--- src/design/serial_port_pll_config_regs_params.svh ---
`ifndef SERIAL_PORT_PLL_CONFIG_REGS_PARAMS_SVH
`define SERIAL_PORT_PLL_CONFIG_REGS_PARAMS_SVH

// Register addresses
`define ADDR_SERIAL_PORT_CONFIG 13'h000
`define ADDR_PRESCALER_SWALLOW_COUNT 13'h004
`define ADDR_FEEDBACK_COUNT_HIGH 13'h005
`define ADDR_FEEDBACK_COUNT_LOW 13'h006
`define ADDR_REF_LOSS_CONTROL 13'h007
`define ADDR_UPDATE_REGISTERS 13'h05A
`define PLL_BANK_BASE 11'h001

// Serial port configuration fields
`define CFG_LONG_INSTR_BIT 4
`define CFG_SOFT_RESET_BIT 5
`define CFG_LSB_FIRST_BIT 6
`define CFG_OUT_PIN_DISABLE_BIT 7
`define CFG_RESET 8'h10
`define CFG_WRITE_MASK 8'hD0
`define UPDATE_STROBE_BIT 0

// PLL bank masks and reset values
`define SWALLOW_MASK 8'h3F
`define FB_HIGH_MASK 8'h1F
`define FB_LOW_MASK 8'hFF
`define LOSS_CTRL_MASK 8'h64
`define SWALLOW_RESET 8'h00
`define FB_HIGH_RESET 8'h00
`define FB_LOW_RESET 8'h00
`define LOSS_CTRL_RESET 8'h00
`define LOSS_ENABLE_BIT 2
`define LOSS_DELAY_LSB 5

// Instruction framing, last bit index
`define SHORT_INSTR_LAST 4'h7
`define LONG_INSTR_LAST 4'hF
`define BYTE_LAST 3'h7
`define STREAM_COUNT 2'h3

// Initial delay in detector cycles
`define LOSS_DELAY_0 5'h03
`define LOSS_DELAY_1 5'h06
`define LOSS_DELAY_2 5'h0C
`define LOSS_DELAY_3 5'h18

`endif

--- src/design/spll_types_pkg.sv ---
package spll_types_pkg;

   typedef struct packed {
      logic [5:0] swallowCount;
      logic [12:0] feedbackCount;
      logic lossEnable;
      logic [1:0] lossDelaySel;
   } pll_settings_t;

   typedef enum logic [4:0] {
      S_IDLE = 5'b00001,
      S_INSTR = 5'b00010,
      S_WRITE = 5'b00100,
      S_READ = 5'b01000,
      S_HOLD = 5'b10000
   } port_state_t;

endpackage

--- src/design/pll_shadow_regs.sv ---
`timescale 1ns/10ps
`include "serial_port_pll_config_regs_params.svh"

module pll_shadow_regs
   import spll_types_pkg::*;
(
   input wire logic clk,
   input wire logic rst,
   input wire logic softReset,
   input wire logic wrEn,
   input wire logic [1:0] wrIndex,
   input wire logic [7:0] wrData,
   input wire logic update,
   output logic [7:0] buffered [4],
   output pll_settings_t pllSettings
);

   localparam logic [7:0] MASK [4] = '{`SWALLOW_MASK, `FB_HIGH_MASK, `FB_LOW_MASK, `LOSS_CTRL_MASK};
   localparam logic [7:0] RESET_VAL [4] = '{`SWALLOW_RESET, `FB_HIGH_RESET, `FB_LOW_RESET, `LOSS_CTRL_RESET};

   logic [7:0] active [4];

   genvar i;
   generate
      for (i = 0; i < 4; i++) begin : g_reg
         wire logic hit = wrEn && (wrIndex == 2'(i));
         always_ff @(posedge clk or posedge rst) begin
            if (rst) begin
               buffered[i] <= RESET_VAL[i];
               active[i] <= RESET_VAL[i];
            end else if (softReset) begin
               buffered[i] <= RESET_VAL[i];
               active[i] <= RESET_VAL[i];
            end else begin
               if (hit) begin
                  buffered[i] <= wrData & MASK[i];
               end
               // Newest write wins when it lands with the strobe
               if (update) begin
                  active[i] <= hit ? (wrData & MASK[i]) : buffered[i];
               end
            end
         end
      end
   endgenerate

   assign pllSettings.swallowCount = active[0][5:0];
   assign pllSettings.feedbackCount = {active[1][4:0], active[2]};
   assign pllSettings.lossEnable = active[3][`LOSS_ENABLE_BIT];
   assign pllSettings.lossDelaySel = active[3][`LOSS_DELAY_LSB +: 2];

endmodule // pll_shadow_regs

--- src/design/ref_loss_arm.sv ---
`timescale 1ns/10ps
`include "serial_port_pll_config_regs_params.svh"

module ref_loss_arm #(
   parameter int COUNT_WIDTH = 5
) (
   input wire logic clk,
   input wire logic rst,
   input wire logic enable,
   input wire logic [1:0] delaySel,
   input wire logic lockDetect,
   input wire logic pfdTick,
   input wire logic refMissing,
   output logic lossArmed,
   output logic referenceLossDetect
);

   initial begin
      if (COUNT_WIDTH < 5) begin
         $error("COUNT_WIDTH too small for longest delay");
      end
   end

   logic lockSeen;
   logic [COUNT_WIDTH-1:0] cycles;
   wire logic [4:0] target = (delaySel == 2'h0) ? `LOSS_DELAY_0 :
                             (delaySel == 2'h1) ? `LOSS_DELAY_1 :
                             (delaySel == 2'h2) ? `LOSS_DELAY_2 : `LOSS_DELAY_3;
   wire logic reached = (cycles + COUNT_WIDTH'(1)) >= COUNT_WIDTH'(target);

   always_ff @(posedge clk or posedge rst) begin
      if (rst) begin
         lockSeen <= 1'b0;
         cycles <= '0;
         lossArmed <= 1'b0;
      end else if (!enable) begin
         lockSeen <= 1'b0;
         cycles <= '0;
         lossArmed <= 1'b0;
      end else begin
         if (lockDetect) begin
            lockSeen <= 1'b1;
         end
         // Count only once lock has first been seen
         if (lockSeen && !lossArmed && pfdTick) begin
            if (reached) begin
               lossArmed <= 1'b1;
            end else begin
               cycles <= cycles + COUNT_WIDTH'(1);
            end
         end
      end
   end

   always_ff @(posedge clk or posedge rst) begin
      if (rst) begin
         referenceLossDetect <= 1'b0;
      end else begin
         referenceLossDetect <= lossArmed && refMissing;
      end
   end

endmodule // ref_loss_arm

--- src/design/serial_port_pll_config_regs.sv ---
// Summary of operation
// Config register writes act immediately
// Short format: eight-bit instruction phase
// Long instruction format after reset
// Long format: sixteen-bit instruction phase
// Soft-reset bit restores register defaults
// Soft-reset bit clears itself
// LSB first: LSB shifted, address increments
// MSB first default: address decrements
// Output disable: read data on data pin
// Swallow count six bits in 04h
// Feedback count high bits from 05h
// Feedback count low byte from 06h
// Loss detection runs only when enabled
// Wait selected detector cycles after lock
// Delay codes 3, 6, 12, 24
`timescale 1ns/10ps
`include "serial_port_pll_config_regs_params.svh"

module serial_port_pll_config_regs
   import spll_types_pkg::*;
#(
   parameter int ADDR_WIDTH = 13,
   parameter int COUNT_WIDTH = 5
) (
   input wire logic clk,
   input wire logic rst,
   input wire logic sclk,
   input wire logic csN,
   input wire logic sdioIn,
   output logic sdioOut,
   output logic sdioOe,
   output logic serialOutPin,
   output logic serialOutOe,
   input wire logic lockDetect,
   input wire logic pfdTick,
   input wire logic refMissing,
   output pll_settings_t pllSettings,
   output logic lossArmed,
   output logic referenceLossDetect
);

   initial begin
      if (ADDR_WIDTH != 13) begin
         $error("ADDR_WIDTH must be 13 to match the long instruction");
      end
   end

   port_state_t state;
   logic sclkPrev;
   logic [15:0] instrShift;
   logic [3:0] bitCount;
   logic [1:0] byteMode;
   logic [1:0] bytesLeft;
   logic [12:0] addr;
   logic [7:0] dataShift;
   logic [7:0] outShift;
   logic outBit;
   logic [7:0] cfgReg;
   logic softReset;
   logic updatePulse;
   logic [7:0] buffered [4];

   // Pins are synchronous to clk, so edges come from a one-cycle history
   wire logic sclkRise = sclk && !sclkPrev && !csN;
   wire logic sclkFall = !sclk && sclkPrev && !csN;
   wire logic longMode = cfgReg[`CFG_LONG_INSTR_BIT];
   wire logic lsbFirst = cfgReg[`CFG_LSB_FIRST_BIT];
   wire logic outDisable = cfgReg[`CFG_OUT_PIN_DISABLE_BIT];

   wire logic [3:0] instrLast = longMode ? `LONG_INSTR_LAST : `SHORT_INSTR_LAST;
   wire logic [15:0] shiftedInstr = lsbFirst ? {sdioIn, instrShift[15:1]} : {instrShift[14:0], sdioIn};
   wire logic [7:0] shortInstr = lsbFirst ? shiftedInstr[15:8] : shiftedInstr[7:0];
   wire logic instrRead = longMode ? shiftedInstr[15] : shortInstr[7];
   wire logic [1:0] instrCount = longMode ? shiftedInstr[14:13] : shortInstr[6:5];
   wire logic [12:0] instrAddr = longMode ? shiftedInstr[12:0] : {8'h00, shortInstr[4:0]};
   wire logic instrDone = sclkRise && (state == S_INSTR) && (bitCount == instrLast);

   wire logic [7:0] shiftedData = lsbFirst ? {sdioIn, dataShift[7:1]} : {dataShift[6:0], sdioIn};
   wire logic byteDone = sclkRise && (bitCount[2:0] == `BYTE_LAST);
   wire logic lastByte = (bytesLeft == 2'h0) && (byteMode != `STREAM_COUNT);
   wire logic [12:0] nextAddr = lsbFirst ? addr + 13'h0001 : addr - 13'h0001;

   wire logic writeStrobe = byteDone && (state == S_WRITE);
   wire logic hitConfig = addr == `ADDR_SERIAL_PORT_CONFIG;
   wire logic hitUpdate = addr == `ADDR_UPDATE_REGISTERS;
   wire logic hitPll = addr[12:2] == `PLL_BANK_BASE;
   wire logic bankWrite = writeStrobe && hitPll && !softReset;

   function automatic logic [7:0] readMux(input logic [12:0] a);
      logic [7:0] value;
      value = 8'h00;
      if (a == `ADDR_SERIAL_PORT_CONFIG) begin
         value = cfgReg;
      end else if (a[12:2] == `PLL_BANK_BASE) begin
         value = buffered[a[1:0]];
      end
      return value;
   endfunction

   always_ff @(posedge clk or posedge rst) begin
      if (rst) begin
         sclkPrev <= 1'b0;
      end else begin
         sclkPrev <= sclk;
      end
   end

   // Serial transaction sequencer
   always_ff @(posedge clk or posedge rst) begin
      if (rst) begin
         state <= S_IDLE;
         instrShift <= 16'h0000;
         bitCount <= 4'h0;
         byteMode <= 2'h0;
         bytesLeft <= 2'h0;
         addr <= 13'h0000;
         dataShift <= 8'h00;
      end else if (csN) begin
         state <= S_IDLE;
         bitCount <= 4'h0;
      end else begin
         case (state)
            S_IDLE: begin
               state <= S_INSTR;
               bitCount <= 4'h0;
            end
            S_INSTR: begin
               if (sclkRise) begin
                  instrShift <= shiftedInstr;
                  bitCount <= bitCount + 4'h1;
               end
               if (instrDone) begin
                  state <= instrRead ? S_READ : S_WRITE;
                  addr <= instrAddr;
                  byteMode <= instrCount;
                  bytesLeft <= instrCount;
                  bitCount <= 4'h0;
               end
            end
            S_WRITE, S_READ: begin
               if (sclkRise) begin
                  dataShift <= shiftedData;
                  bitCount <= bitCount + 4'h1;
               end
               if (byteDone) begin
                  bitCount <= 4'h0;
                  addr <= nextAddr;
                  bytesLeft <= bytesLeft - 2'h1;
                  if (lastByte) begin
                     state <= S_HOLD;
                  end
               end
            end
            S_HOLD: begin
               state <= S_HOLD;
            end
            default: begin
               state <= S_IDLE;
            end
         endcase
      end
   end

   // Read shifter: load on a rising edge, present on each falling edge
   always_ff @(posedge clk or posedge rst) begin
      if (rst) begin
         outShift <= 8'h00;
         outBit <= 1'b0;
      end else if (instrDone && instrRead) begin
         outShift <= readMux(instrAddr);
      end else if (byteDone && (state == S_READ)) begin
         outShift <= readMux(nextAddr);
      end else if (sclkFall && (state == S_READ)) begin
         outBit <= lsbFirst ? outShift[0] : outShift[7];
         outShift <= lsbFirst ? {1'b0, outShift[7:1]} : {outShift[6:0], 1'b0};
      end
   end

   // Configuration register, applied without the update strobe
   always_ff @(posedge clk or posedge rst) begin
      if (rst) begin
         cfgReg <= `CFG_RESET;
         softReset <= 1'b0;
         updatePulse <= 1'b0;
      end else begin
         softReset <= 1'b0;
         updatePulse <= writeStrobe && hitUpdate && shiftedData[`UPDATE_STROBE_BIT];
         if (writeStrobe && hitConfig) begin
            if (shiftedData[`CFG_SOFT_RESET_BIT]) begin
               // Defaults carry the bit at zero, so it never reads back set
               cfgReg <= `CFG_RESET;
               softReset <= 1'b1;
            end else begin
               cfgReg <= shiftedData & `CFG_WRITE_MASK;
            end
         end
      end
   end

   // Shared read bit drives whichever pin is active
   assign sdioOut = outBit;
   assign serialOutPin = outBit;
   assign sdioOe = (state == S_READ) && outDisable;
   assign serialOutOe = (state == S_READ) && !outDisable;

   pll_shadow_regs u_shadow (
      .clk(clk),
      .rst(rst),
      .softReset(softReset),
      .wrEn(bankWrite),
      .wrIndex(addr[1:0]),
      .wrData(shiftedData),
      .update(updatePulse),
      .buffered(buffered),
      .pllSettings(pllSettings)
   );

   ref_loss_arm #(
      .COUNT_WIDTH(COUNT_WIDTH)
   ) u_loss (
      .clk(clk),
      .rst(rst),
      .enable(pllSettings.lossEnable),
      .delaySel(pllSettings.lossDelaySel),
      .lockDetect(lockDetect),
      .pfdTick(pfdTick),
      .refMissing(refMissing),
      .lossArmed(lossArmed),
      .referenceLossDetect(referenceLossDetect)
   );

endmodule // serial_port_pll_config_regs

--- config.mk ---
export PLATFORM = sky130hd
export DESIGN_NAME = serial_port_pll_config_regs
export DESIGN_NICKNAME = d
export VERILOG_FILES = /design/src/design/spll_types_pkg.sv /design/src/design/pll_shadow_regs.sv /design/src/design/ref_loss_arm.sv /design/src/design/serial_port_pll_config_regs.sv
export VERILOG_INCLUDE_DIRS = /design/src /design/src/design
export SDC_FILE = /design/constraint.sdc
export NUM_CORES = 1
export LEC_CHECK = 0
export ABC_AREA = 1
export BUFFER_PORTS_ARGS = -buffer_cell sky130_fd_sc_hd__buf_2
export CORE_ASPECT_RATIO = 1.5
export CORE_MARGIN = 5
export CORE_UTILIZATION = 25
export CTS_BUF_LIST = sky130_fd_sc_hd__clkbuf_2
export CTS_CLUSTER_DIAMETER = 80
export DETAILED_ROUTE_END_ITERATION = 10
export PLACE_DENSITY = 0.41
export SYNTH_ARGS = -nofsm -noshare
export SYNTH_HDL_FRONTEND = slang
export SYNTH_SLANG_ARGS = --single-unit
export TNS_END_PERCENT = 5
--- constraint.sdc ---
create_clock -name clk -period 3.7 [get_ports clk]
set_clock_uncertainty 0.2 [all_clocks]
set_input_delay 0.37 -clock clk [delete_from_list [all_inputs] [get_ports clk]]
set_output_delay 0.37 -clock clk [all_outputs]
set_load 0.02 [all_outputs]
==> implementation parameters, run 1 <==
Parameter                              Value

Placement
  IO buf count    35
  Placer Congestion    0.872
  Final HPWL DP    roughly 18000 um
  Worst slack, placed    around 740 ps

STA
  Period utilisation layout    0.798
  Min Tclk post-route    2950 ps
  Worst hold slack across all endpoints    between 150 and 200 ps
  Worst slew pin tran    roughly 950 ps
  Hold Violations, Final    0
  Achievable clock frequency    ~340 MHz
  Setup repair after global routing missed its margin    no
  Setup ws final    about 750 ps
  Headroom to the max-slew limit    0.360
  Total setup violations reported at the end of the flow    0
  Fin. max-slew vios    0
  Setup Total Neg Slack    0 ps

Drt
  DRT Wirelength    approximately 23000 um
  Count of nets left with antenna violations after detail routing    0
  Average wire length per cell after detail routing    around 16 um
  First DRT Iteration DRCs    between 200 and 300
  DRC violation count after routing    0
  Number of iterations in the first detailed-routing pass    6
  Total vias in the final route    ~6700
  Ratio of routed vias to standard cells    4.62

Job
  Max_cap viols    0

GRT
  Total track usage    0.146
  Wire length of the first global-routing pass    about 38000 um
  Via count of the first global-routing pass    6916
  Number of antenna violations at the first check in global routing    1
  Pin count of the biggest net entering global routing    a little over 100
  Leftover overflow at the end of global routing    0

Logic synthesis
  Flops & latches, synth    between 100 and 150
  FFs w/ async S/R, synth    1.00
  YS warnings    0
  Sequential fraction of the synthesis area    0.406
  Synthesized area divided by synthesized cell count    about 7.4 um2
  Net Count, Synth    just over 1000
  Dominant register cell in the synthesized netlist    dfrtp_1
  Count of mapped cells out of synthesis    approximately 1000
  Synthesized cell area    0.00747 mm2
  Number of distinct library cells after synthesis    between 50 and 60
  Number of synthesized flops with an enable pin    0

Clocking
  Clock tree root driver cell    clkbuf_2
  Sinks on Clock Net    ~120
  Max H-tree Level    4
  Num CTS Buffers    17
  Setup repair bufs after CTS    0
  Max Buffers Root-to-Sink    2
  Skew-Pair Late Insertion Delay    between 700 and 800 ps
  Clock edge transition at the registers on the reported setup and hold paths    around 220 ps
  Clock tree from TritonCTS    done

Floorplanning
  Initial core utilization    0.253
  I/O pin count    36
  Die Y-Extent    approximately 220 um
  Die footprint    0.0335 mm2
  Area of the core region    between 0.02 and 0.03 mm2
  Standard-cell rows    77
  Die X    between 150 and 200 um

Power
  Power density relative to cell area    470 mW/mm2
  P_leak    4.10 nW
  Maximum ir drop on the vdd rail    between 0.1 and 0.15 mV

Finish
  Layout cells sized above 1    0.129
  Syn-to-layout area delta    12.8%
  Net count of the finished layout    around 1100

Critical path
  Arrival time at the worst endpoint    3420 ps
  Max FO, Critical Path    15
  Crit. End Element    flip-flop
  Critical path launch point type    flip-flop
  Class of the most critical setup path    flip-flop to flip-flop
  Worst endpoint required time    4160 ps

Worst hold path
  Class of the tightest hold or removal check    input port to flip-flop

Status
  Outcome    complete, no violations
-- layer usage --
| metal | vias up | part of all wire | global-route usage |
|---|---|---|---|
| met1 | 3156 | 0.41 | 0.169 |
| met5 | - | 0 | 0 |
| met2 | 118 | 0.53 | 0.261 |
| li1 | 3401 | - | - |
| met3 | 39 | 0.033 | 0.0256 |
| met4 | 0 | 0.032 | 0.0580 |
-- cell type report --
cell class                      count  area, um2
Antenna cell                        1       2.50
Clock buffer                       18       90.1
Clock inverter                     14        185
Fill cell                        3321      21100
Inverter                          133        512
Multi-Input combinational cell    717       3760
Sequential cell                   121       3030
Tap cell                          395        494
Timing Repair Buffer               55        360
-- cells in the mapped netlist, types with 4 or more instances --
master | n | share of area
nand3_1 | 52 | 0.035
buf_4 | 4 | 0.0040
clkbuf_1 | 11 | 0.0055
a21oi_2 | 7 | 0.0082
nor2_2 | 5 | 0.0042
a21oi_1 | 67 | 0.045
a31oi_1 | 10 | 0.0084
inv_2 | 8 | 0.0040
nor2_1 | 70 | 0.035
o21ai_0 | 89 | 0.060
ha_1 | 24 | 0.040
a22oi_1 | 5 | 0.0050
nand2_1 | 269 | 0.14
o21ai_1 | 11 | 0.0074
nand4_1 | 20 | 0.017
o21a_1 | 5 | 0.0050
xor2_1 | 6 | 0.0070
nand2_2 | 5 | 0.0042
dfrtp_1 | 119 | 0.40
nor4_1 | 6 | 0.0050
o22ai_1 | 4 | 0.0033
buf_2 | 15 | 0.010
nor3_1 | 10 | 0.0067
inv_1 | 120 | 0.060
o211ai_1 | 11 | 0.011
-- state kept, by name (all words and copies together) (netlist names) --
register                    cells
u_loss.lockSeen                 1
bitCount                        4
u_loss.cycles                   5
u_shadow.pllSettings           22
addr                           13
sdioOut                         1
updatePulse                     1
outShift                        8
sclkPrev                        1
state                           5
softReset                       1
dataShift                       8
cfgReg                          3
instrShift                     16
u_loss.lossArmed                1
u_loss.referenceLossDetect      1
bytesLeft                       2
u_shadow.buffered              26
byteMode                        2
-- cell usage in the layout (no fill, tap or decap), types with 4 or more instances in the layout --
cell type / n
a21oi_1: 67
a21oi_2: 7
a22oi_1: 5
a31oi_1: 10
buf_2: 35
buf_4: 10
clkbuf_2: 18
clkinvlp_4: 4
dfrtp_1: 119
dlygate4sd3_1: 9
ha_1: 24
inv_1: 119
inv_2: 8
inv_6: 5
nand2_1: 269
nand2_2: 5
nand3_1: 52
nand4_1: 20
nor2_1: 70
nor2_2: 5
nor3_1: 10
nor4_1: 6
o211ai_1: 11
o21a_1: 5
o21ai_0: 89
o21ai_1: 11
o22ai_1: 4
xor2_1: 6
-- critical path: stages, from the launching register on --
cell and delay (ps):
dfrtp_1 450, inv_2 270, ha_1 370, nand2_1 110
nand3_1 130, xor2_1 290, nand2_1 140, nor3_2 490
nand4_1 190, nand3_1 110, o211ai_1 110, nand2_1 70
-- cell families after synthesis --
| family | count (synthesis) | share of synthesized area |
|---|---|---|
| AND/OR/NAND/NOR | 457 | 0.274 |
| multiplexers | 4 | 0.00586 |
| XOR/XNOR | 6 | 0.00703 |
| adder cells (fa/ha/maj) | 25 | 0.0429 |
| AO/OA/AOI/OAI | 225 | 0.173 |
| buffers and inverters | 167 | 0.0916 |
| flip-flops | 121 | 0.406 |
-- through the flow --
stage                     power [mW]  instance area (um2)  instances  utilization
after floorplan                 2.57                 7470       1005            -
after global placement          2.99                 8060       1412        0.273
after detailed placement        2.99                 8060       1412        0.273
after CTS                       4.03                 8430       1453        0.286
after global routing            4.26                 8430       1454        0.286
final                           3.96                 8430       1454        0.286
-- repair_timing --
item,4_1_cts,5_1_grt
gates resized for setup,0,0
hold buffers,9,0
endpoints found under the hold margin,78,0
-- where the power goes --
part | switching [mW] | total (mW) | internal, mW
Clock | 0.603 | 1.00 | 0.397
Combinational | 0.924 | 1.34 | 0.418
Sequential | 0.143 | 1.62 | 1.47
-- path summary, 6_finish.rpt --
path / from / end / slack [ps] / cells past startpoint
min in group asynchronous: rst / bitCount[0] / 620 / 4
max in group asynchronous: rst / u_shadow.pllSettings[14] / 1760 / 5
hold / removal: refMissing / u_loss.referenceLossDetect / 160 / 4
hold reg to reg: u_shadow.pllSettings[9] / u_shadow.pllSettings[9] / 300 / 2
setup reg to reg: cfgReg[6] / outShift[0] / 750 / 11
setup / recovery: cfgReg[6] / outShift[0] / 750 / 11
No activity file was read; power rests on OpenSTA's default activity.
==> run 2, diff against run 1 <==
- ABC_AREA: 1 -> 0
- PLACE_DENSITY: 0.41 -> 0.39
- clock period: 3.7 -> 2.89 ns (I/O delays scaled with it)
==> run 2 against run 1 <==
The flow now finishes with violations (negative setup slack); fmax fell by 3.6%; sequential share of layout area fell by 4.4 points; final cell count fell by 7.6%; power rose by 13%; synthesized cell count fell by 22%; register-to-register slack got worse by 920 ps; non-clock buffer count rose by 128; clock power barely moved.
==> implementation parameters, run 2 <==
Parameter                              Value

Finish
  Most used cells in the layout excluding fill and tap cells    buf_4 (126), dfrtp_1 (118), nor2_1 (79)
  Max reg flops    26
  Syn-to-layout area delta    29.1%
  Filler cell count    roughly 3100
  Area taken by flip-flops and latches    about 0.003 mm2
  Most common cell after layout, fill and taps aside    buf_4
  Cell area after layout    0.00961 mm2
  Net count of the finished layout    972
  Post-Layout Cell Count    between 1000 and 1500
  Register with the most flip-flops    u_shadow.buffered
  Layout cells sized above 1    0.317
  Combined area of the multi-input logic cells    between 0.004 and 0.005 mm2

Floorplanning
  Area of the core region    0.0295 mm2
  Initial core utilization    0.253
  Die footprint    0.0334 mm2
  Standard-cell rows    between 70 and 80
  Die X    151 um
  Die Y-Extent    221 um
  I/O pin count    36

Power
  Switching power of the nets    about 1.6 mW
  Maximum ir drop on the vdd rail    0.277 mV
  Cell-internal power    2.91 mW
  P_leak    ~4.3 nW
  Share of total power consumed by net switching    0.349
  Clk network pwr share    0.229
  Power density relative to cell area    between 400 and 500 mW/mm2
  Proportion of power drawn by combinational gates    0.355
  Relative contribution of sequential cells to total power    0.416

GRT
  Wire length of the first global-routing pass    roughly 38000 um
  Total track usage    0.146
  Pin count of the biggest net entering global routing    46
  Via count of the first global-routing pass    between 6000 and 7000
  Leftover overflow at the end of global routing    0
  Number of antenna violations at the first check in global routing    1

Clocking
  Skew-Pair Late Insertion Delay    roughly 790 ps
  Clock edge transition at the registers on the reported setup and hold paths    180 ps
  Max Buffers Root-to-Sink    2
  Num CTS Buffers    17
  Max H-tree Level    4
  Sinks on Clock Net    approximately 120
  Clock tree root driver cell    clkbuf_2
  Clock tree from TritonCTS    done

Critical path
  Register-to-register setup slack    -170 ps
  Class of the most critical setup path    flip-flop to flip-flop
  Worst endpoint required time    3420 ps
  Worst r2r dst    outShift[5]
  Arrival time at the worst endpoint    ~3600 ps
  Launch point of the worst reg-to-reg path    cfgReg[6]
  Max FO, Critical Path    7
  Critical path launch point type    flip-flop
  Worst reg2reg path depth    12
  Crit. End Element    flip-flop

Status
  Outcome    finished, violations left
  Violations in the final reports    negative setup slack

Worst hold path
  Worst Hold Launch    pfdTick
  Class of the tightest hold or removal check    input port to flip-flop
  Worst min-delay path endpoint    u_loss.lossArmed
  Hold path cells    5

STA
  Setup repair after global routing missed its margin    yes
  Total setup violations reported at the end of the flow    9
  Min Tclk post-route    approximately 3100 ps
  Hold Violations, Final    0
  Worst hold slack across all endpoints    between 200 and 300 ps
  Fin. max-slew vios    0
  Worst slew pin tran    slightly above 800 ps
  Setup Total Neg Slack    -1230 ps
  Setup ws final    -174 ps
  Period utilisation layout    1.06
  Headroom to the max-slew limit    0.443
  Achievable clock frequency    roughly 330 MHz

Drt
  Ratio of routed vias to standard cells    ~4.6
  Average wire length per cell after detail routing    ~17 um
  Number of iterations in the first detailed-routing pass    6
  DRC violation count after routing    0
  DRT Wirelength    between 20000 and 25000 um
  Total vias in the final route    between 6000 and 7000
  First DRT Iteration DRCs    200
  Count of nets left with antenna violations after detail routing    0

Placement
  IO buf count    35
  Placer Congestion    between 0.8 and 0.9
  Worst slack, placed    -351 ps
  Final HPWL DP    17400 um
  DP Area    between 0.008 and 0.009 mm2
  Post-Place Cells    around 1300

Logic synthesis
  YS warnings    0
  Flops & latches, synth    approximately 120
  Number of distinct library cells after synthesis    70
  Synthesized cell area    about 0.0074 mm2
  Net Count, Synth    between 800 and 900
  Largest cells by area after synthesis    dfrtp_1 (40%), mux2i_1 (7.5%), mux2_2 (5.7%), ha_1 (4.0%), nor2_1 (4.0%)
  Synthesized area divided by synthesized cell count    9.53 um2
  Biggest area consumer among synthesized cells    dfrtp_1
  FFs w/ async S/R, synth    1.00
  Number of synthesized flops with an enable pin    0
  Count of mapped cells out of synthesis    around 780
  Most instantiated library cell after synthesis    dfrtp_1
  Synth top area share    0.400
  Ranking of synthesized cells by instance count    dfrtp_1 (119), nor2_1 (79), nand2_1 (69)
  Dominant register cell in the synthesized netlist    dfrtp_1
  Sequential fraction of the synthesis area    0.407

Job
  Max_cap viols    0
run 2: changes by cell type after synthesis, moves of 13 or more:
cell / before / now
nand2_1: 269 / 69
inv_1: 120 / 34
mux2i_1: 1 / 56
o21ai_0: 89 / 43
mux2_2: 3 / 38
nand3_1: 52 / 19
nor2b_1: 0 / 26
a21oi_1: 67 / 45
nand4_1: 20 / 7
run 2: metal layers:
layer  share of wire  wire [um]  track usage  vias to the layer above
li1                -          -            -                     3083
met1            0.39       9000        0.159                     2981
met2            0.56      12900        0.271                       72
met3           0.020        470       0.0280                       33
met4           0.033        764       0.0615                        0
met5               0          0            0                        -
run 2: cell type report:
| class | count | area share |
|---|---|---|
| diodes | 1 | 0.000260 |
| well taps | 395 | 0.0514 |
| clock buffers | 20 | 0.0104 |
| clock inverters | 7 | 0.00846 |
| multi-input cells | 582 | 0.455 |
| repair buffers | 183 | 0.145 |
| inverters | 34 | 0.0141 |
| flip-flops and latches | 121 | 0.315 |
run 2: repair_timing:
item,in CTS,in global routing
endpoints found under the hold margin,157,0
gates resized for setup,35,21
pin swaps,18,13
setup endpoints to repair,43,43
buffers inserted,13,1
hold buffers,11,0
run 2: cells by family (layout without fill, tap and decap cells):
kind of cell             count (synthesis)  after routing  share of synthesized area
flip-flops                             121            121                      0.407
AO/OA/AOI/OAI                          163            163                      0.141
buffers and inverters                   78            244                     0.0445
AND/OR/NAND/NOR                        272            272                      0.182
multiplexers                           103            103                      0.160
XOR/XNOR                                19             19                     0.0223
adder cells (fa/ha/maj)                 25             25                     0.0430
other                                    0              1                          0
run 2: per-stage QoR:
step	power [mW]	util
floorplan	2.79	-
finish	4.47	0.326
global route	4.78	0.326
global placement	3.33	0.302
detailed placement	3.31	0.302
CTS	4.54	0.322
run 2: how the worst max path moves through the flow:
stage                        endpoint  cells past startpoint  startpoint  slack, ps
after global routing      outShift[6]                     13   cfgReg[6]       -410
after floorplan           outShift[2]                     13   cfgReg[6]       -620
after global placement    outShift[2]                     11   cfgReg[6]       -380
final                     outShift[5]                     12   cfgReg[6]       -170
after detailed placement  outShift[3]                     11   cfgReg[6]       -350
after CTS                 outShift[7]                     11   cfgReg[6]       -150
run 2: power groups by stage:
stage	Sequential, mW	Combinational, mW	Clock (mW)
detailed placement	1.89	1.42	0
global placement	1.89	1.44	0
finish	1.86	1.59	1.02
CTS	1.86	1.58	1.10
floorplan	1.89	0.903	0
global route	1.87	1.76	1.15
run 2: worst max-delay path, cell delays in order (launching register included):
cell and delay, ps:
dfrtp_2 460, buf_4 140, buf_4 130, fa_1 380, nand2b_4 170, a21oi_4 180
o311a_4 230, a22oi_1 70, o311a_1 340, nor4_4 270, buf_6 180, o2111ai_4 100
a2bb2oi_2 160
